**config.mk**
```make
export PLATFORM = sky130hd
export DESIGN_NAME = vms_core
export DESIGN_NICKNAME = d
export VERILOG_FILES = /design/src/core/vms_pkg.sv /design/src/core/vms_core.sv
export SDC_FILE = /design/constraint.sdc
export NUM_CORES = 1
export LEC_CHECK = 0
export ABC_CLOCK_PERIOD_IN_PS = 10400
export BUFFER_PORTS_ARGS = -buffer_cell sky130_fd_sc_hd__buf_2
export CAP_MARGIN = 25
export CORE_MARGIN = 1
export CORE_UTILIZATION = 65
export DETAILED_ROUTE_END_ITERATION = 8
export GPL_TIMING_DRIVEN = 1
export MAX_ROUTING_LAYER = met4
export PLACE_DENSITY = 0.82
export SYNTH_ARGS = -nofsm -noshare
export SYNTH_HDL_FRONTEND = slang
export SYNTH_SLANG_ARGS = --single-unit
```
**constraint.sdc**
```tcl
create_clock -name clock_in -period 10.4 [get_ports clock_in]
set_input_delay 3.12 -clock clock_in [delete_from_list [all_inputs] [get_ports clock_in]]
set_output_delay 3.12 -clock clock_in [all_outputs]
set_load 0.05 [all_outputs]
```
**src/core/vms_pkg.sv**
```systemverilog
// package: register map, field positions, reset values and types for the voltage monitor
package vms_pkg;

    // register offsets
    localparam logic [7:0] VMS_ADDR_SUMMARY = 8'h12;
    localparam logic [7:0] VMS_ADDR_REF_EN = 8'h11;
    localparam logic [7:0] VMS_ADDR_CHAN_EN = 8'h13;
    localparam logic [7:0] VMS_ADDR_AVG = 8'h40;
    localparam logic [7:0] VMS_ADDR_CONV = 8'h73;
    localparam logic [7:0] VMS_ADDR_BYPASS = 8'h7D;
    localparam logic [7:0] VMS_ADDR_EXT_A = 8'h1F;
    localparam logic [7:0] VMS_ADDR_EXT_B = 8'h76;
    localparam logic [7:0] VMS_ADDR_EXT_C = 8'h77;
    // channel order: 0 link_reference_voltage, 1 2.5 V, 2 core, 3 supply, 4 5 V, 5 12 V
    localparam logic [5:0][7:0] VMS_ADDR_RESULT = {8'h24, 8'h23, 8'h22, 8'h21, 8'h20, 8'h1E};
    localparam logic [5:0][7:0] VMS_ADDR_LOW = {8'h4C, 8'h4A, 8'h48, 8'h46, 8'h44, 8'h84};
    localparam logic [5:0][7:0] VMS_ADDR_HIGH = {8'h4D, 8'h4B, 8'h49, 8'h47, 8'h45, 8'h86};
    // status banks: 0x41 0x42 0x43 0x81 0x7E 0xB6..0xBA and their masks
    localparam logic [9:0][7:0] VMS_ADDR_STAT =
        {8'hBA, 8'hB9, 8'hB8, 8'hB7, 8'hB6, 8'h7E, 8'h81, 8'h43, 8'h42, 8'h41};
    localparam logic [9:0][7:0] VMS_ADDR_MASK =
        {8'hC0, 8'hBF, 8'hBE, 8'hBD, 8'hBC, 8'h7F, 8'h83, 8'h82, 8'h75, 8'h74};

    // summary bit carried by banks 0..2 (points at the next bank)
    localparam int VMS_OOL_POS = 7;
    localparam logic [9:0] VMS_OOL_BANKS = 10'h007;
    // where each channel's out-of-limit flag lives
    localparam logic [5:0][3:0] VMS_VST_BANK = {4'h1, 4'h0, 4'h0, 4'h0, 4'h0, 4'h3};
    localparam logic [5:0][2:0] VMS_VST_BIT = {3'h0, 3'h3, 3'h2, 3'h1, 3'h0, 3'h6};

    // field positions
    localparam int VMS_REF_EN_POS = 2;
    localparam int VMS_AVG_OFF_POS = 3;
    localparam int VMS_AVG_SEL_LO = 6;
    localparam int VMS_SUPPLY_CH = 3;

    // reset values
    localparam logic [7:0] VMS_RESULT_RST = 8'h00;
    localparam logic [7:0] VMS_LOW_RST = 8'h00;
    localparam logic [7:0] VMS_HIGH_RST = 8'hFF;
    localparam logic [7:0] VMS_REF_EN_RST = 8'h04;
    localparam logic [7:0] VMS_CHAN_EN_RST = 8'hF8;
    localparam logic [7:0] VMS_CFG_RST = 8'h00;
    localparam logic [7:0] VMS_MASK_RST = 8'h00;

    // averaging: 4 << sel samples, shift 2 + sel
    localparam logic [2:0] VMS_AVG_MIN_SHIFT = 3'h2;

    typedef enum logic [1:0] {VMS_IDLE, VMS_START, VMS_WAIT, VMS_UPDATE} vms_fsm_t;

    typedef logic [9:0][7:0] vms_bank_t;

    typedef struct packed {
        logic rd;
        logic wr;
        logic [7:0] addr;
        logic [7:0] wdata;
    } vms_reg_req_t;

    typedef struct packed {
        vms_fsm_t state;
        logic [2:0] chan;
        logic [14:0] acc;
        logic [4:0] cnt;
        logic [5:0][9:0] result;
        logic [5:0][7:0] low;
        logic [5:0][7:0] high;
        vms_bank_t stat;
        vms_bank_t mask;
        logic [7:0] ref_en;
        logic [7:0] chan_en;
        logic [7:0] avg;
        logic [7:0] conv;
        logic [7:0] bypass_cfg;
        logic [5:0] bypass;
        logic [5:0] lock;
        logic conv_start;
        logic [7:0] rdata;
        logic alert;
    } vms_state_t;

endpackage : vms_pkg

```
**src/core/vms_core.sv**
```systemverilog
// voltage monitor: sequencer, result/limit registers, sticky status and alert
//
// Function
// RULE_01: summary bits never drive the alert output
// RULE_02: register 0x12 summarises which status banks asserted; banks 0x43 and 0x81 do not reach it
// RULE_03: each maskable status bank has paired mask
// RULE_04: 10-bit results, nominal input reads 0x300
// RULE_05: supply channel attenuator can never be bypassed
// RULE_06: result registers at 0x1E, 0x20-0x24, reset zero
// RULE_07: extended read freezes matching result until read
// RULE_08: host reads extended register, then result register
// RULE_09: per-channel loop enables in 0x11 and 0x13
// RULE_10: disabled channels are skipped in the loop
// RULE_11: unattenuated code step is 1.953 mV, 0-2 V
// RULE_12: each channel compared against own high, low
// RULE_13: limit registers placed as documented low/high pairs
// RULE_14: averaging 4/8/16/32 samples from 0x40 bits 7:6
// RULE_15: bit 3 of 0x73 disables averaging
// RULE_16: 0x7D bits 7:3 bypass channel attenuators
// RULE_17: status bits stay set until their register read
// RULE_18: masked status bits recorded but never alert
// RULE_19: round-robin over enabled channels, update after each
`timescale 1ns/1ps
module vms_core (
    // clock, reset, enable
    input wire logic clock_in,
    input wire logic rstn_in,
    input wire logic ce_in,
    // register port from the serial slave engine
    input vms_pkg::vms_reg_req_t reg_req_in,
    output logic [7:0] rdata_out,
    // converter
    output logic conv_start_out,
    output logic [2:0] conv_chan_out,
    output logic [5:0] conv_bypass_out,
    input wire logic conv_done_in,
    input wire logic [9:0] conv_data_in,
    // events from other monitors
    input vms_pkg::vms_bank_t hw_events_in,
    input wire logic therm_pending_in,
    // alert pin
    output logic alert_output_out
);

    vms_pkg::vms_state_t q;
    vms_pkg::vms_state_t d;

    logic [5:0] chan_en;
    logic [2:0] avg_shift;
    logic [4:0] avg_target;
    logic [9:0] avg_val;
    logic [7:0] res8;
    logic out_of_range;
    logic [7:0] summary;
    logic [7:0] rd_val;
    vms_pkg::vms_bank_t bank_view;
    vms_pkg::vms_bank_t stat_set;
    logic [9:0] stat_read;
    logic [9:0] alert_bank;
    logic [2:0] next_chan;
    logic next_found;

    // per-bank read view, alert gating and read-clear strobes
    for (genvar b = 0; b < 10; b++) begin : g_bank
        logic [7:0] pend;
        if (vms_pkg::VMS_OOL_BANKS[b]) begin : g_ool
            // summary bit is live: set while the next bank holds anything
            assign pend = {|q.stat[b + 1], q.stat[b][6:0]}; // see RULE_02
        end else begin : g_plain
            assign pend = q.stat[b];
        end
        assign bank_view[b] = pend;
        // summary bits are not in q.stat, so they cannot reach the pin
        assign alert_bank[b] = |(q.stat[b] & ~q.mask[b]); // see RULE_01 see RULE_18
        assign stat_read[b] = reg_req_in.rd && reg_req_in.addr == vms_pkg::VMS_ADDR_STAT[b];
    end

    // summary register 0x12
    assign summary = {therm_pending_in, |q.stat[9], |q.stat[8], |q.stat[7], |q.stat[6],
                      |q.stat[5], |q.stat[4], |bank_view[0]}; // see RULE_02

    // channel enables in loop order
    assign chan_en = {q.chan_en[3], q.chan_en[4], q.chan_en[7], q.chan_en[5], q.chan_en[6],
                      q.ref_en[vms_pkg::VMS_REF_EN_POS]}; // see RULE_09

    // averaging length; averaging off trades noise for loop speed
    always_comb begin
        if (q.conv[vms_pkg::VMS_AVG_OFF_POS]) begin // see RULE_15
            avg_shift = 3'h0;
            avg_target = 5'h00;
        end else begin
            avg_shift = vms_pkg::VMS_AVG_MIN_SHIFT + {1'b0, q.avg[vms_pkg::VMS_AVG_SEL_LO +: 2]};
            avg_target = 5'((6'h04 << q.avg[vms_pkg::VMS_AVG_SEL_LO +: 2]) - 6'h01); // see RULE_14
        end
    end

    // full 10-bit code kept; 0x300 is the nominal point, step 1.953 mV unattenuated
    assign avg_val = 10'(q.acc >> avg_shift); // see RULE_04 see RULE_11
    assign res8 = avg_val[9:2];
    assign out_of_range = (res8 > q.high[q.chan]) || (res8 < q.low[q.chan]); // see RULE_12

    // next enabled channel after the current one
    always_comb begin
        int idx;
        idx = 0;
        next_found = 1'b0;
        next_chan = q.chan;
        for (int k = 1; k <= 6; k++) begin
            idx = (int'(q.chan) + k) % 6;
            if (!next_found && chan_en[idx]) begin // see RULE_10
                next_found = 1'b1;
                next_chan = 3'(idx);
            end
        end
    end

    // register read mux
    always_comb begin
        rd_val = 8'h00;
        if (reg_req_in.addr == vms_pkg::VMS_ADDR_SUMMARY) rd_val = summary;
        if (reg_req_in.addr == vms_pkg::VMS_ADDR_REF_EN) rd_val = q.ref_en;
        if (reg_req_in.addr == vms_pkg::VMS_ADDR_CHAN_EN) rd_val = q.chan_en;
        if (reg_req_in.addr == vms_pkg::VMS_ADDR_AVG) rd_val = q.avg;
        if (reg_req_in.addr == vms_pkg::VMS_ADDR_CONV) rd_val = q.conv;
        if (reg_req_in.addr == vms_pkg::VMS_ADDR_BYPASS) rd_val = q.bypass_cfg;
        if (reg_req_in.addr == vms_pkg::VMS_ADDR_EXT_A) rd_val = {6'h00, q.result[0][1:0]};
        if (reg_req_in.addr == vms_pkg::VMS_ADDR_EXT_B) begin
            rd_val = {q.result[4][1:0], q.result[3][1:0], q.result[2][1:0], q.result[1][1:0]};
        end
        if (reg_req_in.addr == vms_pkg::VMS_ADDR_EXT_C) rd_val = {6'h00, q.result[5][1:0]};
        for (int c = 0; c < 6; c++) begin
            if (reg_req_in.addr == vms_pkg::VMS_ADDR_RESULT[c]) rd_val = q.result[c][9:2];
            if (reg_req_in.addr == vms_pkg::VMS_ADDR_LOW[c]) rd_val = q.low[c];
            if (reg_req_in.addr == vms_pkg::VMS_ADDR_HIGH[c]) rd_val = q.high[c];
        end
        for (int b = 0; b < 10; b++) begin
            if (reg_req_in.addr == vms_pkg::VMS_ADDR_STAT[b]) rd_val = bank_view[b];
            if (reg_req_in.addr == vms_pkg::VMS_ADDR_MASK[b]) rd_val = q.mask[b];
        end
    end

    // next state
    always_comb begin
        d = q;
        stat_set = hw_events_in;
        for (int b = 0; b < 10; b++) begin
            if (vms_pkg::VMS_OOL_BANKS[b]) stat_set[b][vms_pkg::VMS_OOL_POS] = 1'b0;
        end
        d.conv_start = 1'b0;

        // converter sequencer
        case (q.state)
            vms_pkg::VMS_IDLE: begin
                if (next_found) begin // see RULE_19
                    d.chan = next_chan;
                    d.acc = 15'h0000;
                    d.cnt = 5'h00;
                    d.conv_start = 1'b1;
                    d.state = vms_pkg::VMS_WAIT;
                end
            end
            vms_pkg::VMS_START: begin
                d.conv_start = 1'b1;
                d.state = vms_pkg::VMS_WAIT;
            end
            vms_pkg::VMS_WAIT: begin
                if (conv_done_in) begin
                    d.acc = q.acc + {5'h00, conv_data_in};
                    if (q.cnt >= avg_target) begin
                        d.state = vms_pkg::VMS_UPDATE;
                    end else begin
                        d.cnt = q.cnt + 5'h01;
                        d.state = vms_pkg::VMS_START;
                    end
                end
            end
            vms_pkg::VMS_UPDATE: begin
                // a frozen result keeps its pair intact for the host
                if (!q.lock[q.chan]) d.result[q.chan] = avg_val; // see RULE_07 see RULE_08
                if (out_of_range) begin
                    stat_set[vms_pkg::VMS_VST_BANK[q.chan]][vms_pkg::VMS_VST_BIT[q.chan]] = 1'b1; // see RULE_12
                end
                d.state = vms_pkg::VMS_IDLE;
            end
            default: d.state = vms_pkg::VMS_IDLE;
        endcase

        // sticky status, cleared by a read; a new event in the same cycle wins
        for (int b = 0; b < 10; b++) begin
            d.stat[b] = (stat_read[b] ? 8'h00 : q.stat[b]) | stat_set[b]; // see RULE_17
        end

        // result freezing on extended reads, release on result reads
        if (reg_req_in.rd) begin
            if (reg_req_in.addr == vms_pkg::VMS_ADDR_EXT_A) d.lock[0] = 1'b1; // see RULE_07
            if (reg_req_in.addr == vms_pkg::VMS_ADDR_EXT_B) d.lock[4:1] = 4'hF;
            if (reg_req_in.addr == vms_pkg::VMS_ADDR_EXT_C) d.lock[5] = 1'b1;
            for (int c = 0; c < 6; c++) begin
                if (reg_req_in.addr == vms_pkg::VMS_ADDR_RESULT[c]) d.lock[c] = 1'b0;
            end
            d.rdata = rd_val;
        end

        // register writes
        if (reg_req_in.wr) begin
            if (reg_req_in.addr == vms_pkg::VMS_ADDR_REF_EN) d.ref_en = reg_req_in.wdata;
            if (reg_req_in.addr == vms_pkg::VMS_ADDR_CHAN_EN) d.chan_en = reg_req_in.wdata;
            if (reg_req_in.addr == vms_pkg::VMS_ADDR_AVG) d.avg = reg_req_in.wdata;
            if (reg_req_in.addr == vms_pkg::VMS_ADDR_CONV) d.conv = reg_req_in.wdata;
            if (reg_req_in.addr == vms_pkg::VMS_ADDR_BYPASS) d.bypass_cfg = reg_req_in.wdata;
            for (int c = 0; c < 6; c++) begin
                if (reg_req_in.addr == vms_pkg::VMS_ADDR_LOW[c]) begin
                    d.low[c] = reg_req_in.wdata; // see RULE_13
                end
                if (reg_req_in.addr == vms_pkg::VMS_ADDR_HIGH[c]) d.high[c] = reg_req_in.wdata;
            end
            for (int b = 0; b < 10; b++) begin
                if (reg_req_in.addr == vms_pkg::VMS_ADDR_MASK[b]) begin
                    d.mask[b] = reg_req_in.wdata; // see RULE_03
                end
            end
        end

        // attenuator bypass; supply channel has no bypass path
        d.bypass = {d.bypass_cfg[7], d.bypass_cfg[6], 1'b0, d.bypass_cfg[5], d.bypass_cfg[4],
                    d.bypass_cfg[3]}; // see RULE_16 see RULE_05
        d.alert = |alert_bank; // see RULE_18
    end

    always_ff @(posedge clock_in or negedge rstn_in) begin
        if (!rstn_in) begin
            q <= '0;
            q.state <= vms_pkg::VMS_IDLE;
            q.result <= {6{vms_pkg::VMS_RESULT_RST, 2'b00}}; // see RULE_06
            q.low <= {6{vms_pkg::VMS_LOW_RST}};
            q.high <= {6{vms_pkg::VMS_HIGH_RST}};
            q.mask <= {10{vms_pkg::VMS_MASK_RST}};
            q.ref_en <= vms_pkg::VMS_REF_EN_RST;
            q.chan_en <= vms_pkg::VMS_CHAN_EN_RST;
            q.avg <= vms_pkg::VMS_CFG_RST;
            q.conv <= vms_pkg::VMS_CFG_RST;
            q.bypass_cfg <= vms_pkg::VMS_CFG_RST;
        end else if (ce_in) begin
            q <= d;
        end
    end

    assign rdata_out = q.rdata;
    assign conv_start_out = q.conv_start;
    assign conv_chan_out = q.chan;
    assign conv_bypass_out = q.bypass;
    assign alert_output_out = q.alert;

    logic [1:0] mask_full_cnt;
    always_ff @(posedge clock_in or negedge rstn_in) begin
        if (!rstn_in) mask_full_cnt <= 2'h0;
        else if ((q.stat & ~q.mask) != '0) mask_full_cnt <= 2'h0;
        else if (mask_full_cnt != 2'h3) mask_full_cnt <= mask_full_cnt + 2'h1;
    end
endmodule : vms_core

```
==> flow_summary.json <==
{
  "io_pins": 132,
  "cts.sinks": 397,
  "die_h_um": 190,
  "clk_path_buf_depth": 3,
  "period_needed_ns": 6.42,
  "slew_headroom_pct": 19.0,
  "cts_resized": 0,
  "antenna_left": 0,
  "cts_htree_levels": 2,
  "worstMarginPinSlew_ns": 1.21,
  "synth.distinct_cells": 105,
  "io_buffers": 127,
  "tns_ns": 0,
  "synth-edff-count": 0,
  "synth.avg_cell_area_um2": 10.2,
  "netlist_area_um2": 23000,
  "setup_viol": 0,
  "path_delay_family": "simple AND/OR/NAND/NOR gates",
  "core_area_um2": 34700,
  "status": "finished, violations left",
  "finalCoreUtilization_pct": 73.2,
  "max-cap-violations": 0,
  "cp-start-kind": "input port",
  "violations": "design-rule violations",
  "wire_per_inst_um": 32.4,
  "r2r_setup_slack_ns": 5.51,
  "max_freq_mhz": 156,
  "finalHoldViolCount": 0,
  "netlist_instances": 2265,
  "cts_tree": "done",
  "die_x_um": 190,
  "r2r_start": "conv_chan_out[1]",
  "gp_congestion": 1.09,
  "area_growth_pct": 10.4,
  "post-route-period-util_pct": 61.7,
  "p_leak_uw": 0.0116,
  "min_from": "q[324]",
  "critPathKind": "in -> reg",
  "clockRootBuffer": "clkbuf_16",
  "dr.pass1.iters": 9,
  "path_max_fanout": 49,
  "cts_buffers": 43,
  "critPathSlowestCell": "nor4bb_2",
  "rows": 68,
  "postCtsSetupRepairBufs": 0,
  "cpPeakStageDelay_ns": 1.11,
  "timing.rr.end": "q[397]",
  "arrival_ns": 6.87,
  "hold_path.class": "reg -> reg",
  "antenna_found_initial": 5,
  "ys.flop_type": "dfrtp_1",
  "grt_start_max_net_pins": 126,
  "grt_use_total_pct": 52.7,
  "cts_hold_buf": 0,
  "clock_skew_ns": 0.0210,
  "worstRegToRegCells": 14,
  "overflow": 0,
  "async_flop_share_pct": 100,
  "seq_area_frac_synth_pct": 43.5,
  "syn-num-nets": 2427,
  "ir_drop_mv": 0.231,
  "power_density_nw_per_um2": 193,
  "grt_pass1_vias": 21066,
  "synth-seq-cells": 397,
  "worstHoldPathCells": 2,
  "wl_um": 91600,
  "worstHoldEndpoint": "q[324]",
  "cp-end-kind": "flop",
  "drt_iter0_drc": 3595,
  "path_common_cell": "nand2_1",
  "via_per_inst": 7.66,
  "insertion_delay_ns": 0.60,
  "drc": 3,
  "yosys_warnings": 0,
  "drive_gt1_share_pct": 25.2,
  "report.final.slew_viol_count": 0,
  "clkTransAtPathRegs_ns": 0.06,
  "crit_required_ns": 10.85,
  "start_util_pct": 66.3,
  "finalNetCount": 2501,
  "die_area_um2": 36200,
  "cp_num_buf_inv": 2,
  "grt_pass1_wl_um": 134000,
  "hpwlAfterDp_um": 64100,
  "rsz0062_at_grt": "no",
  "vias": 21673,
  "cp_cell_sequence": "buf_2 > buf_4 > nor4bb_2 > nand2_1 > o22ai_1 > o21ai_0 > nand4b_1 > a31oi_1 > a2111oi_0 > nand2_1"
}
[worst max-delay path by stage]
stage / start / to / slack, ns / depth (start not counted)
after floorplan: reg_req_in[13] / rdata_out[6] / 5.14 / 9
after global placement: reg_req_in[8] / rdata_out[6] / 3.69 / 10
after detailed placement: reg_req_in[9] / rdata_out[5] / 3.69 / 10
after CTS: reg_req_in[8] / rdata_out[6] / 4.27 / 10
after global routing: reg_req_in[9] / rdata_out[5] / 3.95 / 10
final: reg_req_in[9] / rdata_out[5] / 3.98 / 10
[placed cells by master (no fill, tap or decap), drive strengths merged, types with 58 or more instances in the layout]
master	synthesis	final
a22o	72	72
a21oi	96	96
nor2	116	116
mux2	237	237
nand2	223	223
buf	62	167
o22ai	61	61
dfrtp	343	343
o21ai	148	148
clkbuf	77	64
inv	110	112
a22oi	58	58
[sequential cells by signal, summed over array words and instances (netlist names)]
signal            count
conv_start_out        1
conv_chan_out         3
alert_output_out      1
bank_view            21
chan_en               6
g_bank.pend          56
q                   301
rdata_out             8
[worst min-delay path: cells and delay by family (launching register included)]
family	cells	cell delay [ns]
flops	1	0.34
compound gates	1	0.06
simple gates	1	0.04
[synthesized netlist by cell type (all sizes together) (47+ instances only)]
library cell,n,area [µm²]
a21oi,96,492
ha,48,601
o22ai,61,382
dfrtp,343,8580
a22oi,58,435
o21ai,148,741
clkbuf,77,289
mux2,237,2670
buf,62,364
dfstp,54,1420
nor2,116,445
nor3,47,245
nand2,223,840
inv,110,413
a22o,72,631
nand3,57,285
[metrics by stage]
stage | hold slack (ns) | worst slack, ns | instances | area [µm²] | total power [µW]
after floorplan | 0.445 | 5.14 | 2265 | 23000 | 2850
after global placement | 0.457 | 3.69 | 2745 | 23900 | 3170
after detailed placement | 0.470 | 3.69 | 2745 | 23900 | 3250
after CTS | 0.484 | 4.27 | 2823 | 25300 | 4840
after global routing | 0.504 | 3.95 | 2831 | 25400 | 5060
final | 0.485 | 3.98 | 2831 | 25400 | 4900
[report_power, final]
part	switching (µW)	internal, µW	total [µW]
Combinational	948	527	1480
Sequential	139	1680	1820
Clock	679	931	1610
[cell type report]
class | instances | area, µm²
antenna | 4 | 10.0
clock buffer | 63 | 1320
clock inverter | 15 | 150
fill | 2459 | 9310
inverter | 112 | 420
multi-input combinational | 1617 | 11900
sequential | 397 | 10000
tap | 455 | 569
timing repair buffer | 168 | 991
[per-layer routing]
layer	global-route usage [%]	part of all wire (%)	vias to the layer above
met5	-	0	-
met4	33.2	8.0	0
met3	17.3	14	537
met2	77.3	43	1972
met1	62.7	35	10424
li1	-	-	8740
[cells by family (layout without fill, tap and decap cells)]
family	Yosys count	in the layout	share of synthesized area, %
adder cells (fa/ha/maj)	49	49	2.70
other	1	5	0.0163
XOR/XNOR	11	11	0.451
AO/OA/AOI/OAI	678	678	21.2
AND/OR/NAND/NOR	599	599	13.0
multiplexers	279	279	14.5
flip-flops	397	397	43.5
buffers and inverters	251	358	4.67
No activity file was read; power rests on OpenSTA's default activity.
